**src/rtl/rchf_pkg.sv**
```systemverilog
// How it works
// - header-descramble clear means payload only; set means header and payload descrambled
// - header-descramble bit ignored when descrambling off or distributed-sample selected
// - clear channel with descrambling on descrambles every byte of the stream
// - descramble-off at 0 descrambles; at 1 skips descrambling completely
// - reorder off puts first bit in fifo byte MSB; on puts it in LSB
// - clear channel bypasses all cell processing except descrambling and bit reordering
// - descramble type 0 is self-synchronous, 1 distributed-sample; ignored when descrambling off
// - byte-synchronous and clear-channel modes always use self-synchronous descrambling
// - header check over four header bytes, or last three when dual-bus span set
// - errored header cells removed unless errored-extract-off is set
// - compare mode 00 count match, 01 count miss, 10/11 also discard
// - idle cells discarded unless idle-filter-off is set
// - unassigned filter enable set counts and drops unassigned cells, else passes them
// - invalid filter enable set drops invalid cells, else forwards them
// - 32-bit header pattern held as four byte registers, low byte first
// - set mask bit makes that header bit a don't-care in the compare
// - single-bit header errors corrected unless correction off; then all errors uncorrectable
// - coset added to computed check before comparing, unless coset addition off
package rchf_pkg;
	localparam logic [15:0] ADDR_CTRL_A = 16'h1000;
	localparam logic [15:0] ADDR_CTRL_B = 16'h1001;
	localparam logic [15:0] ADDR_PAT_0 = 16'h1004;
	localparam logic [15:0] ADDR_PAT_1 = 16'h1005;
	localparam logic [15:0] ADDR_PAT_2 = 16'h1006;
	localparam logic [15:0] ADDR_PAT_3 = 16'h1007;
	localparam logic [15:0] ADDR_MASK_0 = 16'h1008;
	localparam logic [15:0] ADDR_MASK_1 = 16'h1009;
	localparam logic [15:0] ADDR_MASK_2 = 16'h100A;
	localparam logic [15:0] ADDR_MASK_3 = 16'h100B;
	localparam logic [15:0] ADDR_STATUS = 16'h100E;
	localparam logic [15:0] ADDR_ERR_CNT = 16'h1018;
	localparam logic [15:0] ADDR_PAT_CNT = 16'h101C;
	localparam logic [15:0] ADDR_FILT_CNT = 16'h1024;
	localparam int CA_CLEAR = 0;
	localparam int CA_REORDER = 1;
	localparam int CA_DESCR_OFF = 2;
	localparam int CA_HDR_DESCR = 3;
	localparam int CA_FIX_OFF = 4;
	localparam int CA_COSET_OFF = 5;
	localparam int CB_INVALID_EN = 0;
	localparam int CB_UNASSIGNED_EN = 1;
	localparam int CB_IDLE_OFF = 2;
	localparam int CB_MODE_LO = 3;
	localparam int CB_ERR_OFF = 5;
	localparam int CB_DUAL = 6;
	localparam int CB_DSS = 7;
	localparam logic [7:0] CTRL_RESET = 8'h00;
	localparam logic [2:0] HDR_LAST = 3'h4;
	localparam logic [5:0] PAYLOAD_BYTES = 6'h30;
	localparam logic [7:0] HEC_POLY = 8'h07;
	localparam logic [7:0] HEC_COSET = 8'h55;
	localparam logic [31:0] IDLE_HDR = 32'h00000001;
	localparam logic [31:0] UNASSIGNED_MASK = 32'hFFFFFFF1;
	localparam logic [31:0] INVALID_MASK = 32'h0FFFFFF0;
	localparam logic [30:0] DSS_SEED = 31'h7FFFFFFF;
	localparam int DSS_TAP = 27;
	typedef enum logic [2:0] {ST_HDR, ST_DECIDE, ST_EMIT, ST_PAY, ST_DROP} rchf_state_t;
	typedef enum logic [1:0] {CMP_COUNT_MATCH, CMP_COUNT_MISS, CMP_DROP_MATCH, CMP_DROP_MISS} rchf_cmp_t;
	typedef struct packed {
		logic wr;
		logic rd;
		logic [15:0] addr;
		logic [7:0] wdata;
	} rchf_bus_t;
	typedef struct packed {
		rchf_state_t st;
		logic [7:0] ctrl_a;
		logic [7:0] ctrl_b;
		logic [31:0] pat;
		logic [31:0] mask;
		logic [23:0] err_cnt;
		logic [23:0] pat_cnt;
		logic [23:0] filt_cnt;
		logic [7:0] rdata;
		logic [42:0] ssd;
		logic [30:0] distributed_sample_scrambling;
		logic [39:0] hdr;
		logic [2:0] hcnt;
		logic [5:0] pcnt;
		logic [1:0] cnt;
		logic [7:0] buf0;
		logic [7:0] buf1;
		logic in_ready;
		logic out_valid;
	} rchf_regs_t;
endpackage

```
**src/rtl/rchf_filter.sv**
```systemverilog
module rchf_filter (
	input wire logic clk, // 125 MHz port receive clock
	input wire logic rst, // async reset, active high
	input wire rchf_pkg::rchf_bus_t bus, // byte register port
	output logic [7:0] reg_rdata, // read data, valid cycle after rd
	input wire logic byte_sync_mode, // line runs byte-synchronous
	input wire logic in_valid, // line byte offered
	input wire logic in_sof, // offered byte is first header byte
	input wire logic [7:0] in_byte, // line byte, MSB first on line
	output logic in_ready, // line byte taken when valid and ready
	output logic out_valid, // fifo byte offered
	output logic [7:0] fifo_byte, // byte toward receive fifo
	input wire logic out_ready // fifo takes byte
);
	rchf_pkg::rchf_regs_t q;
	rchf_pkg::rchf_regs_t d;
	logic acc;
	logic use_dss;
	logic apply;
	logic [50:0] ssd_r;
	logic [38:0] dss_r;
	logic [7:0] clean;
	logic [7:0] push_b;
	logic push_v;
	logic pop;
	logic room;
	logic [1:0] n;
	logic [31:0] hw;
	logic [7:0] syn;
	logic [39:0] fix;
	logic found;
	logic errored;
	logic [31:0] w;
	logic idle;
	logic unas;
	logic inval;
	logic match;
	logic count_hit;
	logic drop;

	function automatic logic [7:0] rev8(input logic [7:0] b);
		logic [7:0] r;
		r = 8'h00;
		for (int i = 0; i < 8; i++) begin
			r[i] = b[7 - i];
		end
		return r;
	endfunction

	// self-synchronous x^43+1, bit 7 is first on line
	function automatic logic [50:0] ssd_step(input logic [42:0] s, input logic [7:0] b);
		logic [42:0] t;
		logic [7:0] o;
		t = s;
		o = 8'h00;
		for (int i = 7; i >= 0; i--) begin
			o[i] = b[i] ^ t[42];
			t = {t[41:0], b[i]};
		end
		return {t, o};
	endfunction

	// distributed-sample x^31+x^28+1 generator
	function automatic logic [38:0] dss_step(input logic [30:0] g, input logic [7:0] b);
		logic [30:0] t;
		logic [7:0] o;
		t = g;
		o = 8'h00;
		for (int i = 7; i >= 0; i--) begin
			o[i] = b[i] ^ t[30];
			t = {t[29:0], t[30] ^ t[rchf_pkg::DSS_TAP]};
		end
		return {t, o};
	endfunction

	function automatic logic [7:0] hec_calc(input logic [31:0] h, input logic span3);
		logic [7:0] c;
		c = 8'h00;
		for (int i = 31; i >= 0; i--) begin
			if (!span3 || i < 24) begin
				c = {c[6:0], 1'b0} ^ ((c[7] ^ h[i]) ? rchf_pkg::HEC_POLY : 8'h00);
			end
		end
		return c;
	endfunction

	always_comb begin
		logic [39:0] oh;
		logic [7:0] es;
		logic [7:0] b0;
		logic [7:0] b1;
		logic ready_st;
		oh = 40'h0;
		es = 8'h00;
		b0 = 8'h00;
		b1 = 8'h00;
		ready_st = 1'b0;
		d = q;
		acc = in_valid && q.in_ready;
		use_dss = q.ctrl_b[rchf_pkg::CB_DSS] && !byte_sync_mode &&
			!q.ctrl_a[rchf_pkg::CA_CLEAR];
		ssd_r = ssd_step(q.ssd, in_byte);
		dss_r = dss_step(q.distributed_sample_scrambling, in_byte);
		apply = !q.ctrl_a[rchf_pkg::CA_DESCR_OFF] && (q.ctrl_a[rchf_pkg::CA_CLEAR] ||
			q.st != rchf_pkg::ST_HDR || (q.ctrl_a[rchf_pkg::CA_HDR_DESCR] && !use_dss));
		clean = apply ? (use_dss ? dss_r[7:0] : ssd_r[7:0]) : in_byte;
		if (acc && !q.ctrl_a[rchf_pkg::CA_DESCR_OFF]) begin
			if (use_dss) begin
				d.distributed_sample_scrambling = dss_r[38:8];
			end else begin
				d.ssd = ssd_r[50:8];
			end
		end

		// header check, correction and filters on the collected header
		hw = q.hdr[39:8];
		syn = hec_calc(hw, q.ctrl_b[rchf_pkg::CB_DUAL]) ^ q.hdr[7:0] ^
			(q.ctrl_a[rchf_pkg::CA_COSET_OFF] ? 8'h00 : rchf_pkg::HEC_COSET);
		fix = 40'h0;
		found = 1'b0;
		if (syn != 8'h00 && !q.ctrl_a[rchf_pkg::CA_FIX_OFF]) begin
			for (int i = 0; i < 40; i++) begin
				oh = 40'h1 << i;
				es = (i < 8) ? oh[7:0] : hec_calc(oh[39:8], q.ctrl_b[rchf_pkg::CB_DUAL]);
				if (!found && es == syn) begin
					fix = oh;
					found = 1'b1;
				end
			end
		end
		errored = syn != 8'h00 && !found;
		w = hw ^ fix[39:8];
		idle = w == rchf_pkg::IDLE_HDR;
		unas = (w & rchf_pkg::UNASSIGNED_MASK) == 32'h0;
		inval = !idle && !unas && (w & rchf_pkg::INVALID_MASK) == 32'h0;
		match = ((w ^ q.pat) & ~q.mask) == 32'h0;
		count_hit = q.ctrl_b[rchf_pkg::CB_MODE_LO] ? !match : match;
		drop = (errored && !q.ctrl_b[rchf_pkg::CB_ERR_OFF]) ||
			(!errored && idle && !q.ctrl_b[rchf_pkg::CB_IDLE_OFF]) ||
			(!errored && unas && q.ctrl_b[rchf_pkg::CB_UNASSIGNED_EN]) ||
			(!errored && inval && q.ctrl_b[rchf_pkg::CB_INVALID_EN]) ||
			(!errored && q.ctrl_b[rchf_pkg::CB_MODE_LO + 1] && count_hit);

		pop = q.out_valid && out_ready;
		room = pop || q.cnt != 2'h2;
		push_v = 1'b0;
		push_b = 8'h00;
		unique case (q.st)
			rchf_pkg::ST_HDR: begin
				if (acc && q.ctrl_a[rchf_pkg::CA_CLEAR]) begin
					push_v = 1'b1;
					push_b = clean;
				end else if (acc && (in_sof || q.hcnt != 3'h0)) begin
					d.hdr = {q.hdr[31:0], clean};
					d.hcnt = 3'(q.hcnt + 3'h1);
					if (q.hcnt == rchf_pkg::HDR_LAST) begin
						d.st = rchf_pkg::ST_DECIDE;
					end
				end
			end
			rchf_pkg::ST_DECIDE: begin
				d.hdr = q.hdr ^ fix;
				d.hcnt = 3'h0;
				d.pcnt = rchf_pkg::PAYLOAD_BYTES;
				d.st = drop ? rchf_pkg::ST_DROP : rchf_pkg::ST_EMIT;
				if (errored) begin
					d.err_cnt = 24'(q.err_cnt + 24'h1);
				end
				if (!errored && count_hit) begin
					d.pat_cnt = 24'(q.pat_cnt + 24'h1);
				end
				if (!errored && unas && q.ctrl_b[rchf_pkg::CB_UNASSIGNED_EN]) begin
					d.filt_cnt = 24'(q.filt_cnt + 24'h1);
				end
			end
			rchf_pkg::ST_EMIT: begin
				if (room) begin
					push_v = 1'b1;
					push_b = q.hdr[39:32];
					d.hdr = {q.hdr[31:0], 8'h00};
					d.hcnt = 3'(q.hcnt + 3'h1);
					if (q.hcnt == rchf_pkg::HDR_LAST) begin
						d.hcnt = 3'h0;
						d.st = rchf_pkg::ST_PAY;
					end
				end
			end
			rchf_pkg::ST_PAY, rchf_pkg::ST_DROP: begin
				if (acc) begin
					push_v = q.st == rchf_pkg::ST_PAY;
					push_b = clean;
					d.pcnt = 6'(q.pcnt - 6'h1);
					if (q.pcnt == 6'h1) begin
						d.st = rchf_pkg::ST_HDR;
					end
				end
			end
		endcase

		// two-entry buffer toward the fifo
		n = q.cnt;
		b0 = q.buf0;
		b1 = q.buf1;
		if (pop) begin
			b0 = q.buf1;
			n = 2'(q.cnt - 2'h1);
		end
		if (push_v) begin
			if (n == 2'h0) begin
				b0 = q.ctrl_a[rchf_pkg::CA_REORDER] ? rev8(push_b) : push_b;
			end else begin
				b1 = q.ctrl_a[rchf_pkg::CA_REORDER] ? rev8(push_b) : push_b;
			end
			n = 2'(n + 2'h1);
		end
		d.cnt = n;
		d.buf0 = b0;
		d.buf1 = b1;
		d.out_valid = n != 2'h0;
		ready_st = d.st == rchf_pkg::ST_HDR || d.st == rchf_pkg::ST_PAY ||
			d.st == rchf_pkg::ST_DROP;
		d.in_ready = ready_st && n != 2'h2;

		if (bus.wr) begin
			unique case (bus.addr)
				rchf_pkg::ADDR_CTRL_A: d.ctrl_a = bus.wdata;
				rchf_pkg::ADDR_CTRL_B: d.ctrl_b = bus.wdata;
				rchf_pkg::ADDR_PAT_0: d.pat[7:0] = bus.wdata;
				rchf_pkg::ADDR_PAT_1: d.pat[15:8] = bus.wdata;
				rchf_pkg::ADDR_PAT_2: d.pat[23:16] = bus.wdata;
				rchf_pkg::ADDR_PAT_3: d.pat[31:24] = bus.wdata;
				rchf_pkg::ADDR_MASK_0: d.mask[7:0] = bus.wdata;
				rchf_pkg::ADDR_MASK_1: d.mask[15:8] = bus.wdata;
				rchf_pkg::ADDR_MASK_2: d.mask[23:16] = bus.wdata;
				rchf_pkg::ADDR_MASK_3: d.mask[31:24] = bus.wdata;
				default: ;
			endcase
		end
		if (bus.rd) begin
			unique case (bus.addr)
				rchf_pkg::ADDR_CTRL_A: d.rdata = q.ctrl_a;
				rchf_pkg::ADDR_CTRL_B: d.rdata = q.ctrl_b;
				rchf_pkg::ADDR_PAT_0: d.rdata = q.pat[7:0];
				rchf_pkg::ADDR_PAT_1: d.rdata = q.pat[15:8];
				rchf_pkg::ADDR_PAT_2: d.rdata = q.pat[23:16];
				rchf_pkg::ADDR_PAT_3: d.rdata = q.pat[31:24];
				rchf_pkg::ADDR_MASK_0: d.rdata = q.mask[7:0];
				rchf_pkg::ADDR_MASK_1: d.rdata = q.mask[15:8];
				rchf_pkg::ADDR_MASK_2: d.rdata = q.mask[23:16];
				rchf_pkg::ADDR_MASK_3: d.rdata = q.mask[31:24];
				rchf_pkg::ADDR_STATUS: d.rdata = {5'h00, q.err_cnt != 24'h0,
					q.pat_cnt != 24'h0, 1'b0};
				rchf_pkg::ADDR_ERR_CNT: d.rdata = q.err_cnt[7:0];
				rchf_pkg::ADDR_ERR_CNT + 16'h1: d.rdata = q.err_cnt[15:8];
				rchf_pkg::ADDR_ERR_CNT + 16'h2: d.rdata = q.err_cnt[23:16];
				rchf_pkg::ADDR_PAT_CNT: d.rdata = q.pat_cnt[7:0];
				rchf_pkg::ADDR_PAT_CNT + 16'h1: d.rdata = q.pat_cnt[15:8];
				rchf_pkg::ADDR_PAT_CNT + 16'h2: d.rdata = q.pat_cnt[23:16];
				rchf_pkg::ADDR_FILT_CNT: d.rdata = q.filt_cnt[7:0];
				rchf_pkg::ADDR_FILT_CNT + 16'h1: d.rdata = q.filt_cnt[15:8];
				rchf_pkg::ADDR_FILT_CNT + 16'h2: d.rdata = q.filt_cnt[23:16];
				default: d.rdata = 8'h00;
			endcase
		end
	end

	always_ff @(posedge clk or posedge rst) begin
		if (rst) begin
			q <= '0;
			q.st <= rchf_pkg::ST_HDR;
			q.ctrl_a <= rchf_pkg::CTRL_RESET;
			q.ctrl_b <= rchf_pkg::CTRL_RESET;
			q.distributed_sample_scrambling <= rchf_pkg::DSS_SEED;
		end else begin
			q <= d;
		end
	end

	assign reg_rdata = q.rdata;
	assign in_ready = q.in_ready;
	assign out_valid = q.out_valid;
	assign fifo_byte = q.buf0;
endmodule

```
**config.mk**
```make
export PLATFORM = sky130hd
export DESIGN_NAME = rchf_filter
export DESIGN_NICKNAME = d
export VERILOG_FILES = /design/src/rtl/rchf_pkg.sv /design/src/rtl/rchf_filter.sv
export SDC_FILE = /design/constraint.sdc
export NUM_CORES = 1
export LEC_CHECK = 0
export BUFFER_PORTS_ARGS = -buffer_cell sky130_fd_sc_hd__buf_2
export CAP_MARGIN = 20
export CORE_MARGIN = 5
export CORE_UTILIZATION = 50
export CTS_CLUSTER_DIAMETER = 60
export DETAILED_ROUTE_END_ITERATION = 10
export PLACE_DENSITY_LB_ADDON = 0.15
export SYNTH_ARGS = -nofsm -noshare
export SYNTH_HDL_FRONTEND = slang
export SYNTH_SLANG_ARGS = --single-unit
export TNS_END_PERCENT = 5
```
**constraint.sdc**
```tcl
create_clock -name clk -period 29.8 [get_ports clk]
set_clock_uncertainty 0.1 [all_clocks]
set_input_delay 5.96 -clock clk [delete_from_list [all_inputs] [get_ports clk]]
set_output_delay 5.96 -clock clk [all_outputs]
set_load 0.01 [all_outputs]
```
Word level (Yosys, flattened, before mapping)
Index checks and enable logic that the tools add are counted.
{"block": "totals", "out_inout_bits": 18, "mem_bits_rw": 0, "latch_bits": 0, "rom_bits": 0, "n_memories": 0, "register_bits": 306, "input_bits": 40}
{"block": "classes", "multipliers": 0, "n_div": 0, "addsub": 7, "mux": 1355, "n_shift": 0, "n_eq_ne": 75, "n_bitwise": 652, "order_cmp": 0, "reduce_logical": 157}
{"operator": "$mux 8", "count": 618}
{"operator": "$xor 8x3->8", "count": 582}
{"operator": "$mux 3", "count": 601}
{"operator": "$eq 16x13->1 const B", "count": 20}
{"operator": "$eq 8x8->1", "count": 32}
{"operator": "$mux 40", "count": 5}
{"operator": "$pmux 8 s20", "count": 1}
{"operator": "$mux 43", "count": 3}
{"operator": "$pmux 43 s3", "count": 1}
{"operator": "$logic_not 32->1", "count": 3}
{"operator": "$mux 1", "count": 85}
{"operator": "$add 24x1->24 const B", "count": 3}
{"operator": "$xor 32x32->32", "count": 2}
{"operator": "$logic_and 1x1->1", "count": 63}
{"operator": "$xor 8x8->8", "count": 7}
{"operator": "$xor 1x1->1", "count": 54}
{"operator": "$logic_not 1->1", "count": 51}
{"operator": "$reduce_bool 24->1", "count": 2}
{"operator": "$xor 40x40->40", "count": 1}
{"operator": "$mux 36", "count": 1}
{"operator": "$mux 35", "count": 1}
{"operator": "$mux 34", "count": 1}
{"operator": "$reduce_and 2->1", "count": 17}
{"operator": "$mux 33", "count": 1}
{"operator": "64 further kinds", "count": 91}

Longest topological paths before layout
{"block": "logic_depth", "ltp_word": 348, "mapped_depth": 20}

Least setup slack after synthesis
No wires, ideal clock.
{"block": "synth_timing", "path_kind": "in2reg", "start": "in bus[19] (netlist name)", "end": "reg q[231] (netlist name)", "setup_ps": 125, "required_ps": 29575, "setup_slack_ps": 21277, "cell_stages": 8, "arrival_time_ps": 8299, "path_cell_list": "nor4b_1 nand3_1 or3_1 clkbuf_1 clkbuf_1 nor3_1 nand2_1 mux2_2"}
{"block": "synth_via", "elab_chain_cells": 2}
{"item": "from (decl)", "line_no": "rchf_filter.sv:4", "text": "input wire rchf_pkg::rchf_bus_t bus,"}
{"item": "$eq 16x13->1", "line_no": "rchf_filter.sv:225", "text": "unique case (bus.addr)"}
{"item": "$reduce_and 2->1 (no line)"}
{"item": "to (decl)", "line_no": "rchf_filter.sv:15", "text": "rchf_pkg::rchf_regs_t q;"}
Every way passes these cells.
A chain may end at the register's enable or synchronous reset.

Worst setup path after layout
{"block": "layout_timing", "start": "in bus[19] (netlist name)", "end": "reg q[244] (netlist name)"}
Same word-level chain as after synthesis.

==> run metrics <==
Die Span X 211 um; I/O Pins 58; Die ar. 0.0444 mm^2; pin count of the biggest net entering global routing 107; unrepaired setup endpoints after global routing no; Worst Max-Slew Pin Slew 1160 ps; part of the cycle the worst path needs 29.2%; Reg clk slew, reported paths 60 ps; Async S/R FF share, synth 100%; Yosys top cell by area dfrtp_1; Placement Setup Slack 20620 ps; Post-Syn Area 0.0201 mm^2; drc violations 0; fmax 115 MHz; Avg Cell Area, Syn 9.77 um^2; Synth cell types 104; Gate Count Post-Synth 2060; Die H 211 um; post-synth top area share 34.2%; CP max stage cell nor2_1; Total Routing Usage GR 29.9%; routing usage on met2 46.4%; Site Rows 73; Synth Warn # 0; Hold Vio Cnt, Final 0; Tmin final 8700 ps; initial antenna violation count 1; EDFF count, synth 0; Top delay family on crit path simple AND/OR/NAND/NOR gates; GP Congestion 1.00; CTS tree done; CP cell instances buf_2, nor4b_1, nand3_1, or3_1, or3b_2, nor2_1, nand2_1, mux2_2; CTS Buf Count 37; Worst Hold Class flip-flop to flip-flop; dpl hpwl 49.8 mm; Root Driver clkbuf_16; mean routed wirelength per cell 25.7 um; final wirelength 67.0 mm; DRT Pass-1 Iters 6; Yosys reg bits 306; synthesis-to-finish area growth 8.74%; CP Buf/Inv Count 1; PortBufs 57; crit path launch type input pin; Max-Cap Viols 0; Clock H-tree levels 2; TNS Setup 0 ps; largest cells by area after synthesis dfrtp_1, mux2_2, xnor2_1, dfstp_2, nor2_1; Synthesized Nets 2111; Synth Flop Type dfrtp_1; Most Crowded Layer GR met2; first-pass GRT wire length 102 mm; share of cells above drive strength 1 19.7%; status completed; CP max FO 15; grt met3 use 4.40%; global routing usage on met1 41.5%; drt via density 6.43; Final setup viols 0; diodes inserted 0; Worst Path Required 30140 ps; CTS resizes 0; NumNets Final 2101; setup repair bufs after CTS 0; vias in the first global route 16200; Pins Over Slew Limit 0; Worst Slack Setup Final 21100 ps; Starting Density 50.5%; worst skew pair latency 560 ps; core area 0.0398 mm^2; DR iter-0 viols 1774; CTS max path bufs 3; global route total overflow 0; CP Class input pin to flip-flop; CP Data Arrival Time 9040 ps; via count 16700; highest cell delay on the worst timing path 640 ps; CTS Hold Bufs 0; CP endpoint kind flip-flop; CTS Sinks 306; Rel. slew slack 22.0%; register area share after synthesis 38.2%; antenna-violating nets left 0
## final timing paths
check | from | endpoint | slack [ps] | cells after the start
hold reg to reg | q[7]$_DFFE_PP0P_ | q[7]$_DFFE_PP0P_ | 370 | 2
max in group asynchronous | rst | hw[31]$_DFFE_PP0P_ | 22720 | 3
setup / recovery | bus[19] | q[244]$_DFFE_PP0P_ | 21100 | 8
min in group asynchronous | rst | q[181]$_DFFE_PP0P_ | 5460 | 2
hold / removal | q[7]$_DFFE_PP0P_ | q[7]$_DFFE_PP0P_ | 370 | 2
setup reg to reg | hw[31]$_DFFE_PP0P_ | q[174]$_DFFE_PP0P_ | 21990 | 15
## metrics by stage
| stage | util, % | std cells | hold slack (ps) | cell area, um^2 |
|---|---|---|---|---|
| 2_1_floorplan | - | 2060 | 345 | 20100 |
| 3_3_place_gp | 51.9 | 2531 | 359 | 20700 |
| 3_5_place_dp | 51.9 | 2532 | 367 | 20700 |
| 4_1_cts | 54.9 | 2598 | 381 | 21900 |
| 5_1_grt | 55.0 | 2602 | 411 | 21900 |
| 6_report | 55.0 | 2602 | 374 | 21900 |
## sequential cells by signal, summed over array words and instances, names as in the netlist
name / count
reg_rdata: 8
q: 233
out_valid: 1
fifo_byte: 8
dss_r: 23
in_ready: 1
hw: 32
## synthesized netlist by cell type (all sizes together), types with 9 or more instances
cell and n:
nor2b 9, mux2 163, dfstp 31, nand2b 22, nor3 93, a211oi 12, xnor3 22, a2111oi 12
o21ai 107, a31oi 11, dfrtp 275, clkbuf 83, and3 17, nor4 53, and2 16, o22ai 19
o22a 11, xor2 51, nand4 40, a221oi 19, nor2 153, a22oi 30, or3 13, inv 55
buf 60, o32a 9, ha 11, mux2i 49, xnor2 173, a22o 16, a21oi 75, nand3 67
nor3b 10, nand2 143
## worst reg2reg max path, cell delays in order, from the launching register on
cell and delay (ps):
dfrtp_1 930, xnor3_1 570, or3_4 350, and2_1 220, xnor2_4 260, xnor3_2 620, xnor2_2 660, nand2_1 430
nor4_1 960, xnor2_1 200, nand4_1 160, a2111oi_0 380, nand3_1 440, nor3_2 980, nand4_1 250, xnor2_1 200
## cell type report
cell class	instances	area (um^2)
fillers	3599	17900
multi-input cells	1556	11600
flip-flops and latches	306	7700
clock buffers	49	1000
well taps	525	657
repair buffers	94	564
inverters	55	214
clock inverters	17	171
## per-layer routing
layer	up-vias	share of wire [%]	wire, um
li1	7507	-	-
met1	8217	42	27900
met2	818	45	30100
met3	186	7.8	5190
met4	0	5.7	3800
met5	-	0	0
## cells in the final DEF, fill, tap and decap left out, types with 12 or more instances in the layout
| cell type | Yosys | routed |
|---|---|---|
| dfstp_2 | 31 | 31 |
| nand4_1 | 37 | 37 |
| or3_1 | 12 | 12 |
| clkbuf_16 | 0 | 37 |
| nor3_1 | 90 | 87 |
| dfrtp_1 | 275 | 275 |
| xnor2_1 | 163 | 163 |
| nand2b_1 | 22 | 22 |
| and3_1 | 17 | 17 |
| a22o_1 | 16 | 16 |
| inv_1 | 55 | 54 |
| and2_1 | 14 | 14 |
| xor2_1 | 47 | 47 |
| a21oi_1 | 75 | 75 |
| buf_4 | 24 | 32 |
| nor4_1 | 50 | 48 |
| a221oi_1 | 19 | 19 |
| o22ai_1 | 19 | 19 |
| xnor3_1 | 19 | 19 |
| buf_2 | 19 | 58 |
| nand3_1 | 66 | 66 |
| nand2_1 | 143 | 142 |
| mux2_2 | 162 | 162 |
| mux2i_1 | 48 | 48 |
| nor2_1 | 150 | 150 |
| a22oi_1 | 30 | 30 |
| o21ai_0 | 103 | 103 |
## cells by family after synthesis
group,after synthesis,synth area share (%)
compound gates,410,14.5
flops,306,38.2
simple gates,673,17.2
buf+inv,198,4.37
fa+ha+maj,11,0.684
xor+xnor,250,13.5
mux,212,11.6
Power is left out: the tool's default activity adds up to more than one toggle a clock period on the data nets, which glitch-free logic cannot reach.
